===== src/core/desc_poll_pkg.sv =====
// Shared constants and carriers for the descriptor polling engine.
// Assumes a 32-bit descriptor memory port and an APB register slave.
package desc_poll_pkg;

    // ****************************************************************
    // Register map (byte offsets)
    // ****************************************************************
    localparam logic [7:0] OFS_STATUS    = 8'h00; // controller_status_register
    localparam logic [7:0] OFS_MASK      = 8'h04; // interrupt_mask_register
    localparam logic [7:0] OFS_FEATURE   = 8'h08; // feature_control_register
    localparam logic [7:0] OFS_INTERVAL  = 8'h0C; // polling_interval_register
    localparam logic [7:0] OFS_RX_BASE   = 8'h10; // Receive ring base
    localparam logic [7:0] OFS_TX_BASE   = 8'h14; // Transmit ring base
    localparam logic [7:0] OFS_RING      = 8'h18; // Ring length codes
    localparam logic [7:0] OFS_SHADOW    = 8'h1C; // Looked-ahead entry word one

    // ****************************************************************
    // Register fields
    // ****************************************************************
    localparam int BIT_INIT    = 0;  // Write 1: initialize
    localparam int BIT_RUN     = 1;  // run_bit
    localparam int BIT_STOP    = 2;  // Write 1: stop
    localparam int BIT_DEMAND  = 3;  // transmit_demand
    localparam int BIT_TX_ON   = 4;  // transmitter_running
    localparam int BIT_RX_ON   = 5;  // receiver_running
    localparam int BIT_GIE     = 6;  // global_interrupt_enable
    localparam int BIT_INITIALIZATION_DONE_FLAG   = 8;  // initialization_done_flag
    localparam int BIT_TDONE   = 9;  // transmit_done_flag, write 1 clears
    localparam int BIT_TMASK   = 9;  // transmit_done_mask
    localparam int BIT_POLLDIS = 2;  // transmit_poll_disable
    localparam int RX_CODE_LSB = 0;  // receive_ring_length_code
    localparam int TX_CODE_LSB = 8;  // Transmit ring length code
    localparam int CODE_W      = 4;

    // ****************************************************************
    // Descriptor layout
    // ****************************************************************
    localparam int D_OWN   = 31;     // Word one: owned by device
    localparam int D_ERR   = 30;     // Word one: frame error summary
    localparam int D_SOF   = 25;     // Word one: start_of_frame_flag
    localparam int D_EOF   = 24;     // Word one: end_of_frame_flag
    localparam int D_BREAK = 30;     // Word two: chain_break_error
    localparam int D_UNDERFLOW_ERROR  = 29;     // Word two: underflow_error
    localparam int LEN_W   = 16;     // Word one: buffer length
    localparam logic [31:0] W0 = 32'h0000_0000;
    localparam logic [31:0] W1 = 32'h0000_0004;
    localparam logic [31:0] W2 = 32'h0000_0008;
    localparam logic [LEN_W-1:0] WORD_BYTES = 16'h0004;

    // Default poll interval in clock periods
    localparam int POLL_DEFAULT = 65536;

    // ****************************************************************
    // Carriers
    // ****************************************************************
    typedef struct packed {
        logic        valid;  // Access request
        logic        write;  // Direction
        logic        lock;   // Keep bus tenure for next word
        logic [31:0] addr;
        logic [31:0] wdata;
    } mem_req_t;

    typedef struct packed {
        logic        valid;  // One-cycle push
        logic        last;   // Final word of frame
        logic [31:0] data;
    } fifo_word_t;

    typedef enum logic [3:0] {
        S_COUNT, S_RX1, S_RX0, S_TX1, S_TX0, S_CLR, S_DATA,
        S_LOOK1, S_LOOK0, S_REL, S_WAIT, S_WB2, S_WB1
    } seq_t;

endpackage : desc_poll_pkg


===== src/core/poll_timer.sv =====
// Poll interval down-counter.
// Assumes reload is held while the sequencer is away from poll counting.
`timescale 1ns/10ps
module poll_timer
    import desc_poll_pkg::*;
#(
    parameter int DEFAULT = POLL_DEFAULT
) (
    input  wire logic        pclk,
    input  wire logic        presetn,
    input  wire logic        reload,   // Restart the interval
    input  wire logic [15:0] interval, // Zero selects the default
    output logic             expired   // Interval has run out
);

    // ****************************************************************
    // State
    // ****************************************************************
    typedef struct packed {
        logic [16:0] cnt; // Remaining periods
    } tmr_t;

    tmr_t s;      // Registered state
    tmr_t next_s; // Next state

    if (DEFAULT < 1 || DEFAULT > 131071) begin : g_chk
        $error("poll_timer: DEFAULT out of range");
    end

    assign expired = (s.cnt == 17'h00000);

    // Reload or count one per clock
    always_comb begin
        next_s = s;
        if (reload) begin
            next_s.cnt = (interval == 16'h0000) ? 17'(DEFAULT) : {1'b0, interval};
        end else if (!expired) begin
            next_s.cnt = s.cnt - 17'h00001;
        end
    end

    // Register
    always_ff @(posedge pclk or negedge presetn) begin
        if (!presetn) begin
            s <= '0;
        end else begin
            s <= next_s;
        end
    end

endmodule : poll_timer


===== src/core/descriptor_poll_tx_lookahead.sv =====
// Descriptor polling and transmit lookahead sequencer.
// Assumes a one-access-per-ack memory port and a MAC giving done pulses.
// What this block does
// - Poll descriptors only while channel idle, except straight after a write-back
// - Poll disable bit stops transmit polling
// - Read word one, then zero, per tenure
// - Latch shadows; ignore unowned entry status
// - Receive poll: expiry, receiver on, ownership lacking
// - Length code zero: no next receive entry
// - Transmit poll conditions and triggers
// - Demand polls at once, receive first
// - Demand waits until poll counting resumes
// - Interval defaults to 65536, programmable
// - Unowned transmit entry: reread after expiry
// - Owned non-start entry: release, read next
// - Owned zero-length entry gets released
// - Look ahead once after first transfer
// - Unowned next in chain: error, transmitter off
// - Release first, one access, then look ahead
// - Later frame buffer may release early
// - Error: write back, skip chained entries
// - Poll immediately after every transmit
// - Set done flag; interrupt if enabled, unmasked
// - Owner flag one means device holds entry
//
// Added by the designer: the APB interface to the registers and the address map.
`timescale 1ns/10ps
module descriptor_poll_tx_lookahead
    import desc_poll_pkg::*;
#(
    parameter int IDX_W     = 8,            // Ring index width
    parameter int POLL_TIME = POLL_DEFAULT  // Default interval
) (
    input  wire logic        pclk,
    input  wire logic        presetn,
    input  wire logic        psel,
    input  wire logic        penable,
    input  wire logic        pwrite,
    input  wire logic [7:0]  paddr,
    input  wire logic [31:0] pwdata,
    output logic [31:0]      prdata,
    output logic             pready,
    output logic             pslverr,
    output mem_req_t         mem,             // Descriptor/data access
    input  wire logic        mem_ack,         // Access completes
    input  wire logic [31:0] mem_rdata,
    input  wire logic        channel_active,  // Network busy
    input  wire logic        rx_frame_done,   // Frame just received
    input  wire logic        tx_space,        // FIFO takes a word
    input  wire logic        tx_done,         // Frame sent
    input  wire logic        tx_error,        // Frame failed
    output fifo_word_t       fifo,            // Transmit FIFO push
    output logic             irq
);

    // ****************************************************************
    // State
    // ****************************************************************
    typedef struct packed {
        seq_t             st;
        logic [IDX_W-1:0] tx_idx, rx_idx;
        logic             rx_cur_own, rx_nxt_own, rx_own; // rx_own: owner bit of word one in flight
        logic [31:0]      rx_shadow;    // Owned receive word zero
        logic [31:0]      cur_w1, cur_w0, nxt_w1, nxt_w0;
        logic             look_done;    // Lookahead done this buffer
        logic             moved;        // A word of this buffer sent
        logic             fail, err;
        logic [LEN_W-1:0] rem;          // Bytes left in buffer
        logic [31:0]      ptr;          // Next data address
        logic             demand, rx_seen;
        logic             gie, tx_on, rx_on, initialization_done_flag, tdone, tmask, transmit_poll_disable;
        logic [15:0]      interval;
        logic [CODE_W-1:0] rx_code, tx_code;
        logic [31:0]      rx_base, tx_base;
        logic [31:0]      rdata;
        logic             err_resp;
        fifo_word_t       fifo;
    } st_t;

    st_t  s;       // Registered state
    st_t  next_s;  // Next state
    logic expired; // Poll interval ran out
    logic reload;  // Restart interval
    logic setup, wr;
    logic rx_need, tx_ok, trig;
    logic [IDX_W-1:0] tx_nxt, rx_nxt, rx_pick;

    if (IDX_W < 1 || IDX_W > 15) begin : g_chk
        $error("descriptor_poll_tx_lookahead: IDX_W out of range");
    end

    // ****************************************************************
    // Helpers
    // ****************************************************************
    // Ring wrap: entries = 2 ** code
    function automatic logic [IDX_W-1:0] step(logic [IDX_W-1:0] i, logic [CODE_W-1:0] c);
        logic [31:0] m;
        m = (32'h0000_0001 << c) - 32'h0000_0001;
        step = IDX_W'((32'(i) + 32'h0000_0001) & m);
    endfunction : step

    function automatic logic [31:0] ent(logic [31:0] b, logic [IDX_W-1:0] i, logic [31:0] w);
        ent = b + (32'(i) << 4) + w;
    endfunction : ent

    // Timer only runs during poll counting
    poll_timer #(.DEFAULT(POLL_TIME)) u_timer (
        .pclk     (pclk),
        .presetn  (presetn),
        .reload   (reload),
        .interval (s.interval),
        .expired  (expired)
    );

    assign reload  = (s.st != S_COUNT) || expired;
    assign pready  = 1'b1;
    assign prdata  = s.rdata;
    assign pslverr = s.err_resp;
    assign fifo    = s.fifo;
    assign irq     = s.tdone && s.gie && !s.tmask;
    assign setup   = psel && !penable;
    assign wr      = psel && penable && pwrite;
    assign tx_nxt  = step(s.tx_idx, s.tx_code);
    assign rx_nxt  = step(s.rx_idx, s.rx_code);
    // Next entry is polled only once current is owned
    assign rx_pick = s.rx_cur_own ? rx_nxt : s.rx_idx;
    // Ring of one entry has no next to check
    assign rx_need = s.rx_on && (!s.rx_cur_own || (s.rx_code != '0 && !s.rx_nxt_own));
    assign tx_ok   = s.tx_on && !s.transmit_poll_disable;
    assign trig    = expired || s.demand;

    // ****************************************************************
    // Memory request decode
    // ****************************************************************
    always_comb begin
        mem = '0;
        unique case (s.st)
            S_RX1:   mem = '{1'b1, 1'b0, 1'b1, ent(s.rx_base, rx_pick, W1), 32'h0};
            S_RX0:   mem = '{1'b1, 1'b0, 1'b0, ent(s.rx_base, rx_pick, W0), 32'h0};
            S_TX1:   mem = '{1'b1, 1'b0, 1'b1, ent(s.tx_base, s.tx_idx, W1), 32'h0};
            S_TX0:   mem = '{1'b1, 1'b0, 1'b0, ent(s.tx_base, s.tx_idx, W0), 32'h0};
            S_LOOK1: mem = '{1'b1, 1'b0, 1'b1, ent(s.tx_base, tx_nxt, W1), 32'h0};
            S_LOOK0: mem = '{1'b1, 1'b0, 1'b0, ent(s.tx_base, tx_nxt, W0), 32'h0};
            S_CLR, S_REL: begin
                // Single write handing the entry back
                mem = '{1'b1, 1'b1, 1'b0, ent(s.tx_base, s.tx_idx, W1), s.cur_w1};
                mem.wdata[D_OWN] = 1'b0;
            end
            S_WB2: begin
                mem = '{1'b1, 1'b1, 1'b1, ent(s.tx_base, s.tx_idx, W2), 32'h0};
                mem.wdata[D_BREAK] = s.fail;
                mem.wdata[D_UNDERFLOW_ERROR]  = s.fail;
            end
            S_WB1: begin
                mem = '{1'b1, 1'b1, 1'b0, ent(s.tx_base, s.tx_idx, W1), s.cur_w1};
                mem.wdata[D_OWN] = 1'b0;
                mem.wdata[D_ERR] = s.err || s.fail;
            end
            S_DATA: begin
                // Data fetch only when nothing else is due
                if (!tx_error && s.rem != '0 && !(s.moved && !s.look_done) && tx_space) begin
                    mem = '{1'b1, 1'b0, 1'b0, s.ptr, 32'h0};
                end
            end
            S_COUNT, S_WAIT: mem = '0;
        endcase
    end

    // ****************************************************************
    // Sequencer and registers
    // ****************************************************************
    always_comb begin
        next_s            = s;
        next_s.fifo.valid = 1'b0;
        next_s.fifo.last  = 1'b0;
        if (rx_frame_done) begin
            next_s.rx_seen = 1'b1;
        end
        // Software clear first so a same-cycle set survives
        if (wr && paddr == OFS_STATUS && pwdata[BIT_TDONE]) begin
            next_s.tdone = 1'b0;
        end
        unique case (s.st)
            S_COUNT: begin
                // Demand is only seen here, so a late one waits
                if (!channel_active && ((tx_ok && (trig || s.rx_seen)) || (rx_need && trig))) begin
                    next_s.st      = (rx_need && trig) ? S_RX1 : S_TX1;
                    next_s.demand  = 1'b0;
                    next_s.rx_seen = 1'b0;
                end
            end
            S_RX1: if (mem_ack) begin
                // Ownership applied after word zero, so both words come from one entry
                next_s.rx_own = mem_rdata[D_OWN];
                next_s.st     = S_RX0;
            end
            S_RX0: if (mem_ack) begin
                next_s.rx_cur_own = s.rx_cur_own || s.rx_own;
                next_s.rx_nxt_own = s.rx_cur_own ? s.rx_own : s.rx_nxt_own;
                next_s.rx_shadow  = s.rx_own ? mem_rdata : s.rx_shadow;
                next_s.st         = tx_ok ? S_TX1 : S_COUNT;
            end
            S_TX1: if (mem_ack) begin
                next_s.cur_w1 = mem_rdata;
                next_s.st     = S_TX0;
            end
            S_TX0: if (mem_ack) begin
                next_s.cur_w0 = mem_rdata;
                if (!s.cur_w1[D_OWN]) begin
                    next_s.st = S_COUNT;
                end else if (!s.cur_w1[D_SOF] || s.cur_w1[LEN_W-1:0] == '0) begin
                    next_s.st = S_CLR;
                end else begin
                    next_s.st        = S_DATA;
                    next_s.rem       = s.cur_w1[LEN_W-1:0];
                    next_s.ptr       = mem_rdata;
                    next_s.look_done = 1'b0;
                    next_s.moved     = 1'b0;
                    next_s.fail      = 1'b0;
                    next_s.err       = 1'b0;
                end
            end
            S_CLR: if (mem_ack) begin
                next_s.tx_idx = tx_nxt;
                next_s.st     = S_TX1;
            end
            S_DATA: begin
                if (tx_error) begin
                    next_s.err = 1'b1;
                    next_s.st  = S_WB2;
                end else if (s.rem == '0) begin
                    if (!s.look_done) begin
                        next_s.st = S_LOOK1;
                    end else if (s.cur_w1[D_EOF]) begin
                        next_s.st = S_WAIT;
                    end else if (s.nxt_w1[D_OWN]) begin
                        next_s.st = S_REL;
                    end else begin
                        next_s.fail = 1'b1;
                        next_s.st   = S_WAIT;
                    end
                end else if (s.moved && !s.look_done) begin
                    next_s.st = S_LOOK1;
                end else if (mem_ack && mem.valid) begin
                    next_s.fifo.valid = 1'b1;
                    next_s.fifo.data  = mem_rdata;
                    next_s.fifo.last  = s.cur_w1[D_EOF] && s.rem <= WORD_BYTES;
                    next_s.ptr        = s.ptr + 32'h0000_0004;
                    next_s.rem        = (s.rem <= WORD_BYTES) ? '0 : s.rem - WORD_BYTES;
                    next_s.moved      = 1'b1;
                end
            end
            S_LOOK1: if (mem_ack) begin
                next_s.nxt_w1 = mem_rdata;
                next_s.st     = S_LOOK0;
            end
            S_LOOK0: if (mem_ack) begin
                next_s.nxt_w0    = mem_rdata;
                next_s.look_done = 1'b1;
                next_s.st        = S_DATA;
            end
            S_REL: if (mem_ack) begin
                // Continue on the next chained buffer
                next_s.cur_w1    = s.nxt_w1;
                next_s.cur_w0    = s.nxt_w0;
                next_s.tx_idx    = tx_nxt;
                next_s.rem       = s.nxt_w1[LEN_W-1:0];
                next_s.ptr       = s.nxt_w0;
                next_s.look_done = 1'b0;
                next_s.moved     = 1'b0;
                next_s.st        = S_DATA;
            end
            S_WAIT: begin
                if (tx_error) begin
                    next_s.err = 1'b1;
                    next_s.st  = S_WB2;
                end else if (tx_done) begin
                    next_s.st = S_WB2;
                end
            end
            S_WB2: if (mem_ack) next_s.st = S_WB1;
            S_WB1: if (mem_ack) begin
                next_s.tdone  = 1'b1;
                next_s.tx_idx = tx_nxt;
                if (s.fail) begin
                    next_s.tx_on = 1'b0;
                    next_s.st    = rx_need ? S_RX1 : S_COUNT;
                end else begin
                    next_s.st = rx_need ? S_RX1 : (tx_ok ? S_TX1 : S_COUNT);
                end
            end
        endcase
        // Register writes, after the sequencer so software wins control
        if (wr) begin
            unique case (paddr)
                OFS_STATUS: begin
                    next_s.gie = pwdata[BIT_GIE];
                    if (pwdata[BIT_DEMAND]) begin
                        next_s.demand = 1'b1;
                    end
                    if (pwdata[BIT_INIT] || pwdata[BIT_STOP] || pwdata[BIT_RUN]) begin
                        // Restart from ring bases with no ownership known
                        next_s.st         = S_COUNT;
                        next_s.tx_idx     = '0;
                        next_s.rx_idx     = '0;
                        next_s.rx_cur_own = 1'b0;
                        next_s.rx_nxt_own = 1'b0;
                        next_s.tx_on      = pwdata[BIT_RUN] && !pwdata[BIT_STOP];
                        next_s.rx_on      = pwdata[BIT_RUN] && !pwdata[BIT_STOP];
                        next_s.initialization_done_flag      = pwdata[BIT_INIT] && !pwdata[BIT_STOP];
                    end
                end
                OFS_MASK:    next_s.tmask = pwdata[BIT_TMASK];
                OFS_FEATURE: next_s.transmit_poll_disable = pwdata[BIT_POLLDIS];
                OFS_INTERVAL: begin
                    // Taken only after init is done and before running
                    if (s.initialization_done_flag && !s.tx_on && !s.rx_on) begin
                        next_s.interval = pwdata[15:0];
                    end
                end
                OFS_RX_BASE: next_s.rx_base = pwdata;
                OFS_TX_BASE: next_s.tx_base = pwdata;
                OFS_RING: begin
                    next_s.rx_code = pwdata[RX_CODE_LSB +: CODE_W];
                    next_s.tx_code = pwdata[TX_CODE_LSB +: CODE_W];
                end
                default: next_s.rdata = s.rdata;
            endcase
        end
        // Read data and error captured in setup, held through access
        if (setup) begin
            next_s.err_resp = 1'b0;
            next_s.rdata    = 32'h0000_0000;
            unique case (paddr)
                OFS_STATUS: begin
                    next_s.rdata[BIT_DEMAND] = s.demand;
                    next_s.rdata[BIT_TX_ON]  = s.tx_on;
                    next_s.rdata[BIT_RX_ON]  = s.rx_on;
                    next_s.rdata[BIT_GIE]    = s.gie;
                    next_s.rdata[BIT_INITIALIZATION_DONE_FLAG]  = s.initialization_done_flag;
                    next_s.rdata[BIT_TDONE]  = s.tdone;
                end
                OFS_MASK:     next_s.rdata[BIT_TMASK] = s.tmask;
                OFS_FEATURE:  next_s.rdata[BIT_POLLDIS] = s.transmit_poll_disable;
                OFS_INTERVAL: next_s.rdata[15:0] = s.interval;
                OFS_RX_BASE:  next_s.rdata = s.rx_base;
                OFS_TX_BASE:  next_s.rdata = s.tx_base;
                OFS_RING: begin
                    next_s.rdata[RX_CODE_LSB +: CODE_W] = s.rx_code;
                    next_s.rdata[TX_CODE_LSB +: CODE_W] = s.tx_code;
                end
                OFS_SHADOW:   next_s.rdata = s.nxt_w1;
                default:      next_s.err_resp = 1'b1;
            endcase
        end
    end

    // Register the whole state
    always_ff @(posedge pclk or negedge presetn) begin
        if (!presetn) begin
            s    <= '0;
            s.st <= S_COUNT;
        end else begin
            s <= next_s;
        end
    end

endmodule : descriptor_poll_tx_lookahead


===== config.mk =====
export PLATFORM = sky130hd
export DESIGN_NAME = descriptor_poll_tx_lookahead
export DESIGN_NICKNAME = d
export VERILOG_FILES = /design/src/core/desc_poll_pkg.sv /design/src/core/poll_timer.sv /design/src/core/descriptor_poll_tx_lookahead.sv
export SDC_FILE = /design/constraint.sdc
export NUM_CORES = 1
export LEC_CHECK = 0
export BUFFER_PORTS_ARGS = -buffer_cell sky130_fd_sc_hd__buf_2
export CORE_MARGIN = 3
export CORE_UTILIZATION = 53
export CTS_BUF_LIST = sky130_fd_sc_hd__clkbuf_16
export DETAILED_ROUTE_END_ITERATION = 8
export GPL_ROUTABILITY_DRIVEN = 0
export PLACE_DENSITY_LB_ADDON = 0.05
export SYNTH_ARGS = -nofsm -noshare
export SYNTH_HDL_FRONTEND = slang
export SYNTH_SLANG_ARGS = --single-unit
export TNS_END_PERCENT = 20

===== constraint.sdc =====
create_clock -name pclk -period 6 [get_ports pclk]
set_input_delay 0.6 -clock pclk [delete_from_list [all_inputs] [get_ports pclk]]
set_output_delay 0.6 -clock pclk [all_outputs]
set_load 0.05 [all_outputs]

==> qor.csv <==
stage,metric,value,unit
cts,clk_path_buf_depth,3,
placed_design,io_buffers,216,
finish,nFillCells,3757,
finish,post_layout_nonfiller_instances,3182,
placed_design,dp.cells,3100,
logic_synthesis,ys_warn_count,0,
finish,area_delta_synth_final,11.14,%
logic_synthesis,postSynthAreaPerCell,9.003,um^2
cts,insertion_delay,590,ps
logic_synthesis,synthCells,2529,
logic_synthesis,ys_seq_area_frac,0.3781,
routing,antenna_left,0,
power,ir_drop,0.0002875,V
cts,cts_tree,built,
critical_path,critPathMaxFanout,11,
critical_path,crit_chain,nor2_4 -> nand3b_1 -> ha_2 -> mux2_2 -> nand3_1 -> a21oi_2 -> ha_4 -> a221oi_1 -> o21ai_1 -> buf_4 -> o211ai_1 -> xnor2_1 -> o221ai_1 -> o32ai_1 -> and2_1 -> nand4_1 -> xnor2_1 -> o2111ai_1 -> buf_2,
cts,clk_pin_slew,60,ps
cts,holdBufCountCts,0,
finish,drive_above_1_share,0.2123,
power,powerDensity,412.4,nW/um^2
finish,fin_nets,2725,
timing,finalCriticalPeriod,5856,ps
logic_synthesis,synth.most_common_cell,dfrtp_1,
routing,drc,0,
placed_design,post-place-ws,256.7,ps
min_path,hp-class,input port to async pin,
logic_synthesis,post_synth_xor_area_fraction,0.04847,
critical_path,arrival,5260,ps
finish,multi_input_area,13150,um^2
logic_synthesis,synth_fp_nets,2642,
floorplanning,rows,75,
run_status,status,finished clean,
timing,hold_viol_final,0,
power,power,10440,uW
global_routing,grtUsageTotal,0.3448,
timing,max_slew_margin,0.1531,
logic_synthesis,ys_top_cells_by_count,"344 x dfrtp_1, 256 x nand2_1, 236 x o21ai_0",
global_routing,grt_pass1_vias,20090,
critical_path,r2r_cells,8,
timing,tightest_slew,1268,ps
critical_path,crit_top_cell,xnor2_1,
flow_run,maxCapViolations,0,
logic_synthesis,synth-edff-count,0,
logic_synthesis,async_flop_share,1.000,
logic_synthesis,synth_top_family_by_area,compound AO/OA/AOI/OAI gates,
logic_synthesis,synth_largest_area_cell,dfrtp_1,
timing,setup_violations,0,
critical_path,required,5400,ps
logic_synthesis,synth_top_area_frac,0.3781,
logic_synthesis,synth_seq_cells,344,
logic_synthesis,synth.area.mux_share,0.1267,
routing,vias_per_cell,6.691,
critical_path,max_stage_delay,470,ps
routing,drt_iter0_drc,2686,
routing,vias,21290,
finish,regArea,8616,um^2
critical_path,slowest_stage,dfrtp_2,
logic_synthesis,synth_compound_area_frac,0.1916,
global_routing,grt_pass1_wl,120300,um
logic_synthesis,synth-simple-area-share,0.1834,
global_routing,overflow,0,
floorplanning,initial_core_util,0.5392,
logic_synthesis,synth_fa_ha_area_frac,0.01715,
power,leakage,0.01113,uW
cts,htree_levels,2,
timing,fin_crit_sh,0.9760,
global_routing,grt_max_degree,117,
timing,finalWorstSetupSlack,143.7,ps
critical_path,crit_type,register to output pin,
floorplanning,die_x,213.3,um
global_routing,antenna_found_initial,5,
timing,slew_viol_final,0,
timing,clock_skew,27.12,ps
cts,cts-root-buf,clkbuf_16,
logic_synthesis,synth_cell_types,92,
routing,routed_wl,79590,um
cts,tritoncts.num_buffers,40,
floorplanning,fp.coreArea,42230,um^2
routing,post_drt_wl_per_cell,25.01,um
placed_design,hpwl,57860,um
logic_synthesis,netlist_top_cells_area,"dfrtp_1 38%, mux2_2 8.4%, o21ai_0 5.2%",
logic_synthesis,synth_area,22770,um^2
cts,cts.sinks,344,
routing,drt_pre_antenna_iters,8,
floorplanning,die_h,213.3,um
floorplanning,io_pins,219,
logic_synthesis,ys.flop_type,dfrtp_1,
critical_path,worst_setup_path_end_kind,output pin,
critical_path,startpoint_type,register,
timing,fmax,170.8,MHz
floorplanning,dieArea,45480,um^2
## kinds of logic (layout without fill, tap and decap cells)
kind of cell / Yosys count / after routing
AO/OA/AOI/OAI: 662 / 662
XOR/XNOR: 126 / 126
adder cells (fa/ha/maj): 30 / 30
buffers and inverters: 255 / 368
flip-flops: 344 / 344
multiplexers: 260 / 260
other: 2 / 3
AND/OR/NAND/NOR: 850 / 850
## final cells by class
type	instances	share of cell area
Tap cell	539	0.02665
Sequential cell	344	0.3405
Timing Repair Buffer	264	0.05830
Multi-Input combinational cell	1930	0.5195
Clock buffer	40	0.03956
Antenna cell	1	0.00009889
Clock inverter	32	0.01068
Inverter	32	0.004747
## per-stage QoR
step	instance area (um^2)	hold slack (ps)	TNS [ps]	util
floorplan	22770	304.4	0	-
global placement	23790	461.6	0	0.5635
detailed placement	23790	467.3	0	0.5635
CTS	25140	83.11	0	0.5953
global route	25300	106.9	-15.24	0.5992
finish	25300	73.51	0	0.5992
## flip-flops by register name, indices dropped and copies added, names as in the netlist
signal / cells
pslverr: 1
prdata: 32
u_timer.s: 17
s: 260
fifo: 34
## metal layers
metal / wire length (um) / share of wire / global-route usage / vias to the layer above
li1: - / - / - / 9452
met1: 32710 / 0.41 / 0.4869 / 10410
met2: 34770 / 0.44 / 0.5152 / 1192
met3: 8365 / 0.11 / 0.07537 / 229
met4: 3702 / 0.047 / 0.1440 / 6
met5: 41 / 0.00052 / 0 / -
## report_power, final
part           leakage (uW)  switching [uW]  internal, uW
registers           0.00447             782          2960
logic               0.00600            2910          1400
clock network      0.000660            1030          1350
total                0.0111            4720          5720
## repair_timing
action | CTS | global route
setup buffers | 4 | 5
gates resized for setup | 10 | 29
pin swaps | 3 | 3
endpoints found under the setup margin | 14 | 18
## critical path, delay by kind of cell, from the launching register on
kind | cells | cell delay [ps]
AO/OA/AOI/OAI | 7 | 1890
XOR/XNOR | 2 | 450
adder cells (fa/ha/maj) | 2 | 500
buffers and inverters | 2 | 460
flip-flops | 1 | 470
multiplexers | 1 | 230
AND/OR/NAND/NOR | 5 | 650
## final timing paths
| path | start | to | slack [ps] |
|---|---|---|---|
| max | s[132] | mem[63] | 140 |
| min | presetn | prdata[11] | 70 |
| max reg2reg | s[396] | fifo[2] | 2040 |
| min reg2reg | prdata[11] | prdata[11] | 470 |
| max in group asynchronous | presetn | fifo[13] | 4490 |
| min in group pclk | pwdata[27] | s[94] | 250 |
## cells in the final DEF (no fill, tap or decap), types with 66 or more instances in the layout
| master | instances |
|---|---|
| o21ai_0 | 236 |
| buf_2 | 212 |
| mux2i_1 | 73 |
| nand2_1 | 254 |
| xnor2_1 | 66 |
| nor2_1 | 197 |
| dfrtp_1 | 338 |
| mux2_2 | 169 |
| a21oi_1 | 97 |
| nand3_1 | 82 |
No activity file was read; power rests on OpenSTA's default activity.
